$ cat config.mk
export PLATFORM = sky130hd
export DESIGN_NAME = cfm_monitor
export DESIGN_NICKNAME = d
export VERILOG_FILES = /design/src/cfm_pkg.sv /design/src/cfm_monitor.sv
export SDC_FILE = /design/constraint.sdc
export NUM_CORES = 2
export LEC_CHECK = 0
export BUFFER_PORTS_ARGS = -buffer_cell sky130_fd_sc_hd__buf_2
export CORE_MARGIN = 8
export CORE_UTILIZATION = 60
export DETAILED_ROUTE_END_ITERATION = 7
export GPL_TIMING_DRIVEN = 1
export HOLD_SLACK_MARGIN = 0.02
export PLACE_DENSITY = 0.84
export RECOVER_POWER = 25
export REMOVE_ABC_BUFFERS = 1
export SLEW_MARGIN = 20
export SYNTH_ARGS = -nofsm -noshare
export SYNTH_HDL_FRONTEND = slang
export SYNTH_SLANG_ARGS = --single-unit
$ cat constraint.sdc
create_clock -name clk -period 5.5 [get_ports clk]
set_input_delay 1.1 -clock clk [delete_from_list [all_inputs] [get_ports clk]]
set_output_delay 1.1 -clock clk [all_outputs]
set_load 0.01 [all_outputs]
$ cat src/cfm_pkg.sv
// Package for the contactor feedback monitor: sizes, timing and states
package cfm_pkg;
	// Instances handled by one monitor block
	localparam int NUM_CH = 32;
	// Controller logic cycle and clock
	localparam int CLK_HZ = 40_000_000;
	localparam int LOGIC_CYCLE_NS = 10_000;
	localparam int CLK_PERIOD_NS = 25;
	localparam int CYCLE_CLKS = (LOGIC_CYCLE_NS + CLK_PERIOD_NS - 1) / CLK_PERIOD_NS;
	localparam int TICK_W = 9;
	localparam logic [TICK_W-1:0] TICK_LAST = TICK_W'(CYCLE_CLKS - 1);
	// Feedback window, in logic cycles
	localparam int WIN_W = 16;
	localparam logic [WIN_W-1:0] WIN_ZERO = 16'h0000;
	localparam logic [WIN_W-1:0] WIN_ONE = 16'h0001;
	// Indicator flash half period (phase toggles every 50), in logic cycles
	localparam int FLASH_W = 6;
	localparam logic [FLASH_W-1:0] FLASH_LAST = 6'h31;
	// Register byte offsets
	localparam logic [4:0] ADDR_STATUS = 5'h00;
	localparam logic [4:0] ADDR_MASK   = 5'h04;
	localparam logic [4:0] ADDR_FAULT  = 5'h08;
	typedef enum logic [1:0] {
		CFM_SETTLED,
		CFM_WAITING,
		CFM_FAULT
	} cfm_state_t;
endpackage : cfm_pkg

$ cat src/cfm_monitor.sv
// Contactor feedback monitor: checks feedback against output level per channel
//
// Contract
// - output high needs feedback low, output low needs feedback high, within window.
// - missed window forces output low and flashes the channel clear indicator.
// - enabled fault flag goes high on feedback timing error, low otherwise.
// - window length is a configurable per-channel value in logic cycles.
// - clear input acts only while its enable option is selected.
// - high enabled clear removes latched error without any controller reset.
// - feedback comes from an ordinary input, synchronised before use.
// - thirty-two independent monitor channels.
`timescale 1ns/1ps
module cfm_monitor
	import cfm_pkg::*;
(
	// Clock, reset, enable
	input  wire logic                          clk,
	input  wire logic                          arst_n,
	input  wire logic                          clkEn,
	// Requested safety level per channel, from logic
	input  wire logic [cfm_pkg::NUM_CH-1:0]    demand,
	// Contactor feedback pins per channel
	input  wire logic [cfm_pkg::NUM_CH-1:0]    feedbackPin,
	// Configuration per channel
	input  wire logic [cfm_pkg::NUM_CH*cfm_pkg::WIN_W-1:0] windowCycles,
	input  wire logic [cfm_pkg::NUM_CH-1:0]    clearEnable,
	input  wire logic [cfm_pkg::NUM_CH-1:0]    errorOutEnable,
	// Clear pins per channel
	input  wire logic [cfm_pkg::NUM_CH-1:0]    clearPin,
	// Results per channel
	output logic      [cfm_pkg::NUM_CH-1:0]    safetyOut,
	output logic      [cfm_pkg::NUM_CH-1:0]    faultFlag,
	output logic      [cfm_pkg::NUM_CH-1:0]    clearLed,
	// Interrupt registers
	input  wire logic [4:0]                    regAddr,
	input  wire logic [31:0]                   regWdata,
	input  wire logic                          regWr,
	input  wire logic                          regRd,
	output logic      [31:0]                   regRdata,
	output logic                               irq
);
	import cfm_pkg::*;

	////////////////////////////////////////////////////////////////////////////
	// Pin synchronisers
	logic [NUM_CH-1:0] fbMeta;
	logic [NUM_CH-1:0] fbSync;
	logic [NUM_CH-1:0] clrMeta;
	logic [NUM_CH-1:0] clrSync;

	always_ff @(posedge clk or negedge arst_n) begin
		if (!arst_n) begin
			fbMeta  <= '1;
			fbSync  <= '1;
			clrMeta <= '0;
			clrSync <= '0;
		end else if (clkEn) begin
			fbMeta  <= feedbackPin;
			fbSync  <= fbMeta;
			clrMeta <= clearPin;
			clrSync <= clrMeta;
		end
	end

	syncStage_a: assert property (@(posedge clk) disable iff (!arst_n)
		clkEn |=> fbSync == $past(fbMeta))
		else $error("feedback skipped a sync stage");

	syncClear_a: assert property (@(posedge clk) disable iff (!arst_n)
		clkEn |=> clrSync == $past(clrMeta))
		else $error("clear skipped a sync stage");

	////////////////////////////////////////////////////////////////////////////
	// Logic cycle tick
	logic [TICK_W-1:0]  tickCnt;
	logic               tick;
	logic [FLASH_W-1:0] flashCnt;
	logic               flashPhase;

	assign tick = (tickCnt == TICK_LAST);

	always_ff @(posedge clk or negedge arst_n) begin
		if (!arst_n) begin
			tickCnt <= '0;
		end else if (clkEn) begin
			tickCnt <= tick ? '0 : tickCnt + 1'b1;
		end
	end

	always_ff @(posedge clk or negedge arst_n) begin
		if (!arst_n) begin
			flashCnt   <= '0;
			flashPhase <= 1'b0;
		end else if (clkEn && tick) begin
			if (flashCnt == FLASH_LAST) begin
				flashCnt   <= '0;
				flashPhase <= ~flashPhase;
			end else begin
				flashCnt <= flashCnt + 1'b1;
			end
		end
	end

	tickOnce_a: assert property (@(posedge clk) disable iff (!arst_n)
		clkEn && tick |=> !tick)
		else $error("logic cycle tick lasted two clocks");

	flashSteady_a: assert property (@(posedge clk) disable iff (!arst_n)
		clkEn && !tick |=> flashPhase == $past(flashPhase))
		else $error("flash phase moved between ticks");

	////////////////////////////////////////////////////////////////////////////
	// Channels
	logic [NUM_CH-1:0] errEvent;
	logic [NUM_CH-1:0] faulted;

	genvar g;
	generate
		for (g = 0; g < NUM_CH; g++) begin : gCh
			cfm_state_t        state;
			logic [WIN_W-1:0]  waitCnt;
			logic              lastDemand;
			logic [WIN_W-1:0]  win;
			logic              fbGood;
			logic              clrReq;

			assign win    = windowCycles[g*WIN_W +: WIN_W];
			assign fbGood = (fbSync[g] == ~lastDemand);
			assign clrReq = clearEnable[g] & clrSync[g];

			always_ff @(posedge clk or negedge arst_n) begin
				if (!arst_n) begin
					state       <= CFM_SETTLED;
					waitCnt     <= WIN_ZERO;
					lastDemand  <= 1'b0;
					errEvent[g] <= 1'b0;
				end else if (clkEn) begin
					errEvent[g] <= 1'b0;
					if (tick) begin
						case (state)
							CFM_SETTLED: begin
								if (demand[g] != lastDemand) begin
									lastDemand <= demand[g];
									waitCnt    <= WIN_ZERO;
									state      <= CFM_WAITING;
								end else if (!fbGood) begin
									waitCnt <= WIN_ZERO;
									state   <= CFM_WAITING;
								end
							end
							CFM_WAITING: begin
								if (demand[g] != lastDemand) begin
									lastDemand <= demand[g];
									waitCnt    <= WIN_ZERO;
								end else if (fbGood) begin
									state <= CFM_SETTLED;
								end else if (waitCnt + WIN_ONE >= win) begin
									state       <= CFM_FAULT;
									errEvent[g] <= 1'b1;
								end else begin
									waitCnt <= waitCnt + WIN_ONE;
								end
							end
							CFM_FAULT: begin
								if (clrReq) begin
									lastDemand <= 1'b0;
									waitCnt    <= WIN_ZERO;
									state      <= CFM_WAITING;
								end
							end
							default: state <= CFM_SETTLED;
						endcase
					end
				end
			end

			assign faulted[g] = (state == CFM_FAULT);

			// Single downstream block relies on this gating
			always_ff @(posedge clk or negedge arst_n) begin
				if (!arst_n) begin
					safetyOut[g] <= 1'b0;
				end else if (clkEn) begin
					safetyOut[g] <= demand[g] & ~faulted[g];
				end
			end

			always_ff @(posedge clk or negedge arst_n) begin
				if (!arst_n) begin
					faultFlag[g] <= 1'b0;
				end else if (clkEn) begin
					faultFlag[g] <= errorOutEnable[g] & faulted[g];
				end
			end

			always_ff @(posedge clk or negedge arst_n) begin
				if (!arst_n) begin
					clearLed[g] <= 1'b0;
				end else if (clkEn) begin
					clearLed[g] <= faulted[g] & flashPhase;
				end
			end

			// Fault outcome checks
			faultHold_a: assert property (@(posedge clk) disable iff (!arst_n)
				faulted[g] && !clrReq |=> faulted[g])
				else $error("fault left without clear");

			outLow_a: assert property (@(posedge clk) disable iff (!arst_n)
				clkEn && faulted[g] |=> !safetyOut[g])
				else $error("output high during fault");

			outFollow_a: assert property (@(posedge clk) disable iff (!arst_n)
				clkEn && !faulted[g] |=> safetyOut[g] == $past(demand[g]))
				else $error("healthy output did not follow demand");

			flagFollow_a: assert property (@(posedge clk) disable iff (!arst_n)
				clkEn |=> faultFlag[g] == $past(errorOutEnable[g] & faulted[g]))
				else $error("fault flag mismatch");

			flagOn_a: assert property (@(posedge clk) disable iff (!arst_n)
				clkEn && faulted[g] && errorOutEnable[g] |=> faultFlag[g])
				else $error("enabled fault flag stayed low");

			flagOff_a: assert property (@(posedge clk) disable iff (!arst_n)
				clkEn && !errorOutEnable[g] |=> !faultFlag[g])
				else $error("disabled fault flag went high");

			ledOff_a: assert property (@(posedge clk) disable iff (!arst_n)
				clkEn && !faulted[g] |=> !clearLed[g])
				else $error("clear indicator lit without fault");

			// Window checks
			winBound_a: assert property (@(posedge clk) disable iff (!arst_n)
				state == CFM_WAITING && win != WIN_ZERO |-> waitCnt < win)
				else $error("window counter ran past window");

			goodNoFault_a: assert property (@(posedge clk) disable iff (!arst_n)
				clkEn && tick && state == CFM_WAITING && fbGood
				&& demand[g] == lastDemand |=> !faulted[g])
				else $error("fault despite correct feedback");

			settleCheck_a: assert property (@(posedge clk) disable iff (!arst_n)
				clkEn && tick && state == CFM_SETTLED && !fbGood
				&& demand[g] == lastDemand |=> state == CFM_WAITING)
				else $error("wrong feedback did not open window");

			faultTick_a: assert property (@(posedge clk) disable iff (!arst_n)
				!faulted[g] && !(clkEn && tick) |=> !faulted[g])
				else $error("fault outside enabled cycle");

			faultCause_a: assert property (@(posedge clk) disable iff (!arst_n)
				$rose(faulted[g]) |-> errEvent[g])
				else $error("fault without timing error");

			errTick_a: assert property (@(posedge clk) disable iff (!arst_n)
				errEvent[g] && $past(clkEn) |-> $past(tick))
				else $error("error outside logic cycle");

			errSingle_a: assert property (@(posedge clk) disable iff (!arst_n)
				clkEn && errEvent[g] |=> !errEvent[g])
				else $error("error event longer than one clock");

			// Clear checks
			clearGate_a: assert property (@(posedge clk) disable iff (!arst_n)
				faulted[g] && !clearEnable[g] |=> faulted[g])
				else $error("clear acted while disabled");

			clearWorks_a: assert property (@(posedge clk) disable iff (!arst_n)
				clkEn && tick && faulted[g] && clrReq |=> !faulted[g])
				else $error("clear did not remove fault");

			clearRestart_a: assert property (@(posedge clk) disable iff (!arst_n)
				clkEn && tick && faulted[g] && clrReq |=> state == CFM_WAITING
				&& waitCnt == WIN_ZERO)
				else $error("clear did not restart the window");
		end
	endgenerate

	////////////////////////////////////////////////////////////////////////////
	// Interrupt status, mask and readback
	logic [NUM_CH-1:0] irqStatus;
	logic [NUM_CH-1:0] irqMask;
	logic              statusRead;

	assign statusRead = regRd && (regAddr == ADDR_STATUS);

	always_ff @(posedge clk or negedge arst_n) begin
		if (!arst_n) begin
			irqStatus <= '0;
		end else if (clkEn) begin
			// Set wins over read clear
			irqStatus <= (statusRead ? '0 : irqStatus) | errEvent;
		end
	end

	always_ff @(posedge clk or negedge arst_n) begin
		if (!arst_n) begin
			irqMask <= '0;
		end else if (clkEn && regWr && regAddr == ADDR_MASK) begin
			irqMask <= regWdata;
		end
	end

	always_ff @(posedge clk or negedge arst_n) begin
		if (!arst_n) begin
			regRdata <= '0;
		end else if (clkEn) begin
			regRdata <= '0;
			if (regRd) begin
				case (regAddr)
					ADDR_STATUS: regRdata <= irqStatus;
					ADDR_MASK:   regRdata <= irqMask;
					ADDR_FAULT:  regRdata <= faulted;
					default:     regRdata <= '0;
				endcase
			end
		end
	end

	assign irq = |(irqStatus & irqMask);

	// Register side checks
	statusSet_a: assert property (@(posedge clk) disable iff (!arst_n)
		clkEn && (|errEvent) |=> (irqStatus & $past(errEvent)) == $past(errEvent))
		else $error("error event lost from status");

	statusClr_a: assert property (@(posedge clk) disable iff (!arst_n)
		clkEn && statusRead && !(|errEvent) |=> irqStatus == '0)
		else $error("status read did not clear");

	maskWrite_a: assert property (@(posedge clk) disable iff (!arst_n)
		clkEn && regWr && regAddr == ADDR_MASK |=> irqMask == $past(regWdata))
		else $error("mask write did not land");

	readIdle_a: assert property (@(posedge clk) disable iff (!arst_n)
		clkEn && !regRd |=> regRdata == '0)
		else $error("read data without read strobe");

	irqOff_a: assert property (@(posedge clk) disable iff (!arst_n)
		irqMask == '0 |-> !irq)
		else $error("interrupt with all sources masked");

endmodule : cfm_monitor

---- Yosys cells after proc, flatten, opt, wreduce, memory -nomap -nowiden ----
Index checks and enable logic that the tools add are counted.
storage, ports and cells
  bits in registers ....................... 976
cells by class
  add/subtract/negate cells ............... 34
  $lt $le $gt $ge ......................... 32
  eq/ne operators ......................... 356
  multiplexer cells ....................... 709
  bitwise logic cells ..................... 195
  reductions and logical operators ........ 231
operators by type and width
  cell                     number
  $mux W16                 192
  $pmux W16 S3             32
  $add A16 B1 Y16 const B  32
  $ge A16 B16 Y1           32
  $mux W2                  192
  $ne A3 B3 Y1 const B     128
  $mux W1                  224
  $reduce_and A7 Y1        32
  $pmux W2 S3              32
  $reduce_and A6 Y1        32
  $reduce_and A5 Y1        32
  $and A1 B1 Y1            128
  $ne A2 B1 Y1 const B     64
  $pmux W32 S3             1
  $reduce_bool A3 Y1       32
  $not A1 Y1               65
  $eq A2 B1 Y1 const B     32
  $eq A2 B2 Y1 const B     32
  $logic_not A2 Y1         32
  $mux W32                 2
  $ne A2 B2 Y1 const B     32
  $pmux W1 S2              32
  $reduce_bool A2 Y1       32
  $reduce_or A2 Y1         32
  16 further kinds         81

---- Longest topological paths before layout ----
  depth in word-level cells ............... 7
  depth in mapped cells ................... 18
  gate-level depth less buffers ........... 16

---- Worst setup path before layout ----
No wires, ideal clock.
  kind .................................... register -> register
  start ................................... register gCh[5].waitCnt[0]
  end ..................................... register gCh[5].waitCnt[9]
  library setup time ...................... 0.128 ns
  arrival time ............................ 3.592 ns
  slack ................................... 1.779 ns
  cell stages (with the launch flop) ...... 18
  period minus slack after synthesis ...... 3.721 ns
  cell sequence ........................... dfrtp_1 -> ha_1 -> and3_1 -> clkbuf_1 -> and3_1 -> and3_1 -> and3_1 -> and3_1 -> xor2_1 -> ha_1 -> a21o_1 -> a21oi_1 -> o21ai_0 -> a211oi_2 -> clkbuf_1 -> a21oi_1 -> o21ai_0 -> o31ai_1
between the ends
  word-level cells in the longest chain between the ends .. 5
  elaborated cells on any way between the ends .. 8
ends and longest elaborated chain
  item                                                                    RTL line                                RTL
  start: declaration                                                      cfm_monitor.sv:121                      logic [WIN_W-1:0] waitCnt;
  start signal: assignment                                                cfm_monitor.sv:161                      waitCnt <= waitCnt + WIN_ONE;
  $add A16 B1 Y16 *                                                       cfm_monitor.sv:157, cfm_monitor.sv:161
  parallel branches: the longest is 4 deep, another holds $ge A16 B16 Y1  --
Mark *: on every way between the ends. The select of a mux whose other input is x is not followed.
A chain may end at the register's enable or synchronous reset.

---- Worst setup path in the final report ----
  start ................................... register gCh[31].waitCnt[2]
  end ..................................... register gCh[31].waitCnt[0]
between the ends
  word-level cells in the longest chain between the ends .. 4
ends and longest elaborated chain
  item                         RTL line            RTL
  start: declaration           cfm_monitor.sv:121
  start signal: assignment     cfm_monitor.sv:161
  $add A16 B1 Y16              cfm_monitor.sv:157  end else if (waitCnt + WIN_ONE >= win) begin
  $ge A16 B16 Y1               cfm_monitor.sv:157
  $ne A3 B3 Y1 (no line)       --
  $reduce_and A7 Y1 (no line)  --
No other way between the ends.

==> reports/results.txt <==
Crit. End Element = flop
Area contributors post-synth = dfrtp_1, ha_1, o21ai_0
Failing checks = max-capacitance violations, max-slew violations
# Post-CTS Setup Buffers = 0
Worst Path Required = 6.13 ns
Iteration-0 DRC Markers = 5,537
Fin crit period = 4.43 ns
Netlist cell types = 88
Unrepaired setup endpoints after global routing = no
Internal power = 12.7 mW
Area Overhead vs Synth = 14.4%
Slew Limit Fails = 236
Final nets = 9,353
DR pass1 iterations = 6
Number of global-route vias before repair = 59.2k
Top Ports = 843
Setup crit start = gCh[31].waitCnt[2]
Clk buf depth = 3
Max cap viols = 3
Max incr delay on CP = 0.69 ns
Final Cell Area = 75,500 um2
Top-area cell type share of the netlist area = 0.346
Slew headroom = -1.21
CP Buf/Inv Count = 0
Synthesized instance count = 7,246
Setup-failing EPs final = 0
Final wirelength = 202 mm
Antenna Nets Post-Route = 0
Flop-to-flop setup slack = 1.07 ns
VDD IR-drop max = 0.222 mV
M1 WL = 79.8 mm
FFs w/ async S/R, synth = 1.00
TNS Setup = 0 ns
Total GRT Usage = 0.322
Core ar. = 109,000 um2
CTS HTree Levels = 3
Slew at the pin closest to its max-slew limit = 3.32 ns
Tightest Hold Check Type = reg2reg
Most numerous cell in the Yosys netlist = dfrtp_1
Part of the cycle the worst path needs = 0.805
DR top layer = met5
Worst Clk Skew = 0.0218 ns
Site Rows = 121
Pwr dens = 226 nW/um2
Reg-to-reg startpoint = gCh[31].waitCnt[2]
Cts repair resizes = 0
Largest net degree at the start of global routing = 151
Status = finished, violations left
CTS tree = yes
Worst path cell trace = and3_1 > and3_1 > nand2_1 > nor3_1 > nand3_1 > xnor2_1 > ha_1 > a21o_1 > a21o_1 > a21oi_1 > nor2b_1 > nand2_1 > nor3_1 > mux2_2
First-pass GRT wire length = 319 mm
CP max stage cell = nor2b_1
Initial Util = 0.606
Clock share of power = 0.455
Worst-Skew Late Latency = 0.71 ns
Critical path class = reg2reg
CTS Root Cell = clkbuf_16
Layout cells sized above 1 = 0.176
Post-DP HPWL = 152 mm
Leading cell types by count after synthesis = dfrtp_1, inv_1, ha_1, o21ai_0, nand2_1
Startpoint types = flop
CP arrival = 5.06 ns
Hold Crit Start = regRdata[17]
Post-synth top flop = dfrtp_1
Grt ovf = 0
Die footprint = 121,000 um2
Hold_buf cts = 0
Die extent in x = 348 um
Switching Fraction = 0.255
EDFF count, synth = 0
DR WL/cell = 21.2 um
Reg power frac = 0.448
Number of port buffers = 842
Sinks on Clock Net = 976
Seq cells post-synth = 976
Psw = 4.35 mW
Area post-placement = 71,700 um2
Worst-path clk slew = 0.06 ns
DRC Markers = 0
Num CTS Buffers = 107
Syn avg cell area = 9.11 um2
Leakage Power = 39.2 nW
Min Hold Slack = 0.478 ns
CP delay by family, top = simple AND/OR/NAND/NOR gates
Met3 Wirelength = 16.4 mm
WL met2 = 94.8 mm
Sequential share of the synthesized area = 0.371
Maximum clock frequency = 226 MHz
DR vias = 59.5k
Fin. Hold Viols = 0
Top fanout value on the critical path = 12
RePlAce Congestion = 0.944
Cell Area, Synth = 66,000 um2
Final Total Pwr = 17.1 mW
Initial antenna violation count = 41
YS warnings = 0
Die H = 348 um
Comb power frac = 0.097
Drt via density = 6.24
Yosys top cell by area = dfrtp_1
-- final timing paths --
check                           depth (start not counted)                  to
worst max register to register                         14  gCh[31].waitCnt[0]
worst max-delay path                                   14  gCh[31].waitCnt[0]
max in group asynchronous                               2  gCh[0].waitCnt[15]
worst min register to register                          1        regRdata[17]
worst min-delay path                                    1        regRdata[17]
min in group asynchronous                               1  gCh[26].waitCnt[7]
-- worst reg2reg max path, stage by stage (launching register included) --
cell,delay [ns]
dfrtp_1,0.43
and3_1,0.20
and3_1,0.28
nand2_1,0.08
nor3_1,0.41
nand3_1,0.16
xnor2_1,0.21
ha_1,0.28
a21o_1,0.19
a21o_1,0.17
a21oi_1,0.21
nor2b_1,0.69
nand2_1,0.15
nor3_1,0.63
mux2_2,0.28
-- routing by layer --
metal / track usage / vias to the layer above
met4: 0.166 / 18
met1: 0.405 / 28858
met2: 0.526 / 2534
met5: 0 / -
met3: 0.0648 / 540
li1: - / 27580
-- through the flow --
step / instances / util / setup WS [ns]
2_1_floorplan: 6996 / - / -0.0183
3_3_place_gp: 9317 / 0.658 / 1.22
3_5_place_dp: 9317 / 0.658 / 1.14
4_1_cts: 9519 / 0.693 / 1.13
5_1_grt: 9535 / 0.693 / 0.647
6_report: 9547 / 0.693 / 1.07
-- flip-flops by register name, indices dropped and copies added (netlist names) --
register	cells
clearLed	32
clrMeta	32
clrSync	32
errEvent	32
faultFlag	32
fbMeta	32
fbSync	32
flashCnt	6
flashPhase	1
gCh.lastDemand	32
gCh.state	64
gCh.waitCnt	512
irqMask	32
irqStatus	32
regRdata	32
safetyOut	32
tickCnt	9
-- power by group through the flow --
stage | logic (mW) | clock network [mW] | registers (mW)
final | 1.66 | 7.76 | 7.64
after global routing | 1.83 | 8.13 | 7.67
after CTS | 1.66 | 7.85 | 7.64
after detailed placement | 1.64 | 0 | 7.76
after global placement | 1.58 | 0 | 7.75
after floorplan | 0.778 | 0 | 7.70
-- cell type report --
cell class / count / area (um2)
antenna: 28 / 70.1
clock buffer: 151 / 3110
clock inverter: 51 / 669
fill: 8239 / 33500
inverter: 725 / 2720
multi-input combinational: 5295 / 37900
sequential: 976 / 24500
tap: 1414 / 1770
timing repair buffer: 907 / 4840
-- kinds of logic after synthesis --
family / count (synthesis) / synth area share
flops: 976 / 0.371
buf+inv: 975 / 0.0560
fa+ha+maj: 627 / 0.119
simple gates: 1932 / 0.146
mux: 220 / 0.0372
xor+xnor: 513 / 0.0681
compound gates: 2003 / 0.203
-- cell usage in the layout (no fill, tap or decap), types with 25 or more instances in the layout --
cell type	instances
nor2_1	282
o2bb2ai_1	89
dfstp_2	64
buf_2	839
and3_1	172
nor2b_1	35
nand3b_1	42
clkbuf_16	110
or3_1	31
or2_2	25
o21ai_0	622
a21oi_1	345
mux2_2	203
nand4_1	116
nor3_1	78
nand3_1	370
a211oi_1	33
nand2_1	563
o21bai_1	36
a22oi_1	41
nand2b_1	105
a32o_1	106
a22o_1	126
inv_1	723
o41ai_1	26
xnor2_1	297
ha_1	627
dfrtp_1	911
o31ai_1	103
and2_1	34
a31oi_1	33
diode_2	28
buf_4	43
clkbuf_1	30
xor2_1	216
a21o_1	185
o211ai_1	57
(Power assumes the default switching activity.)
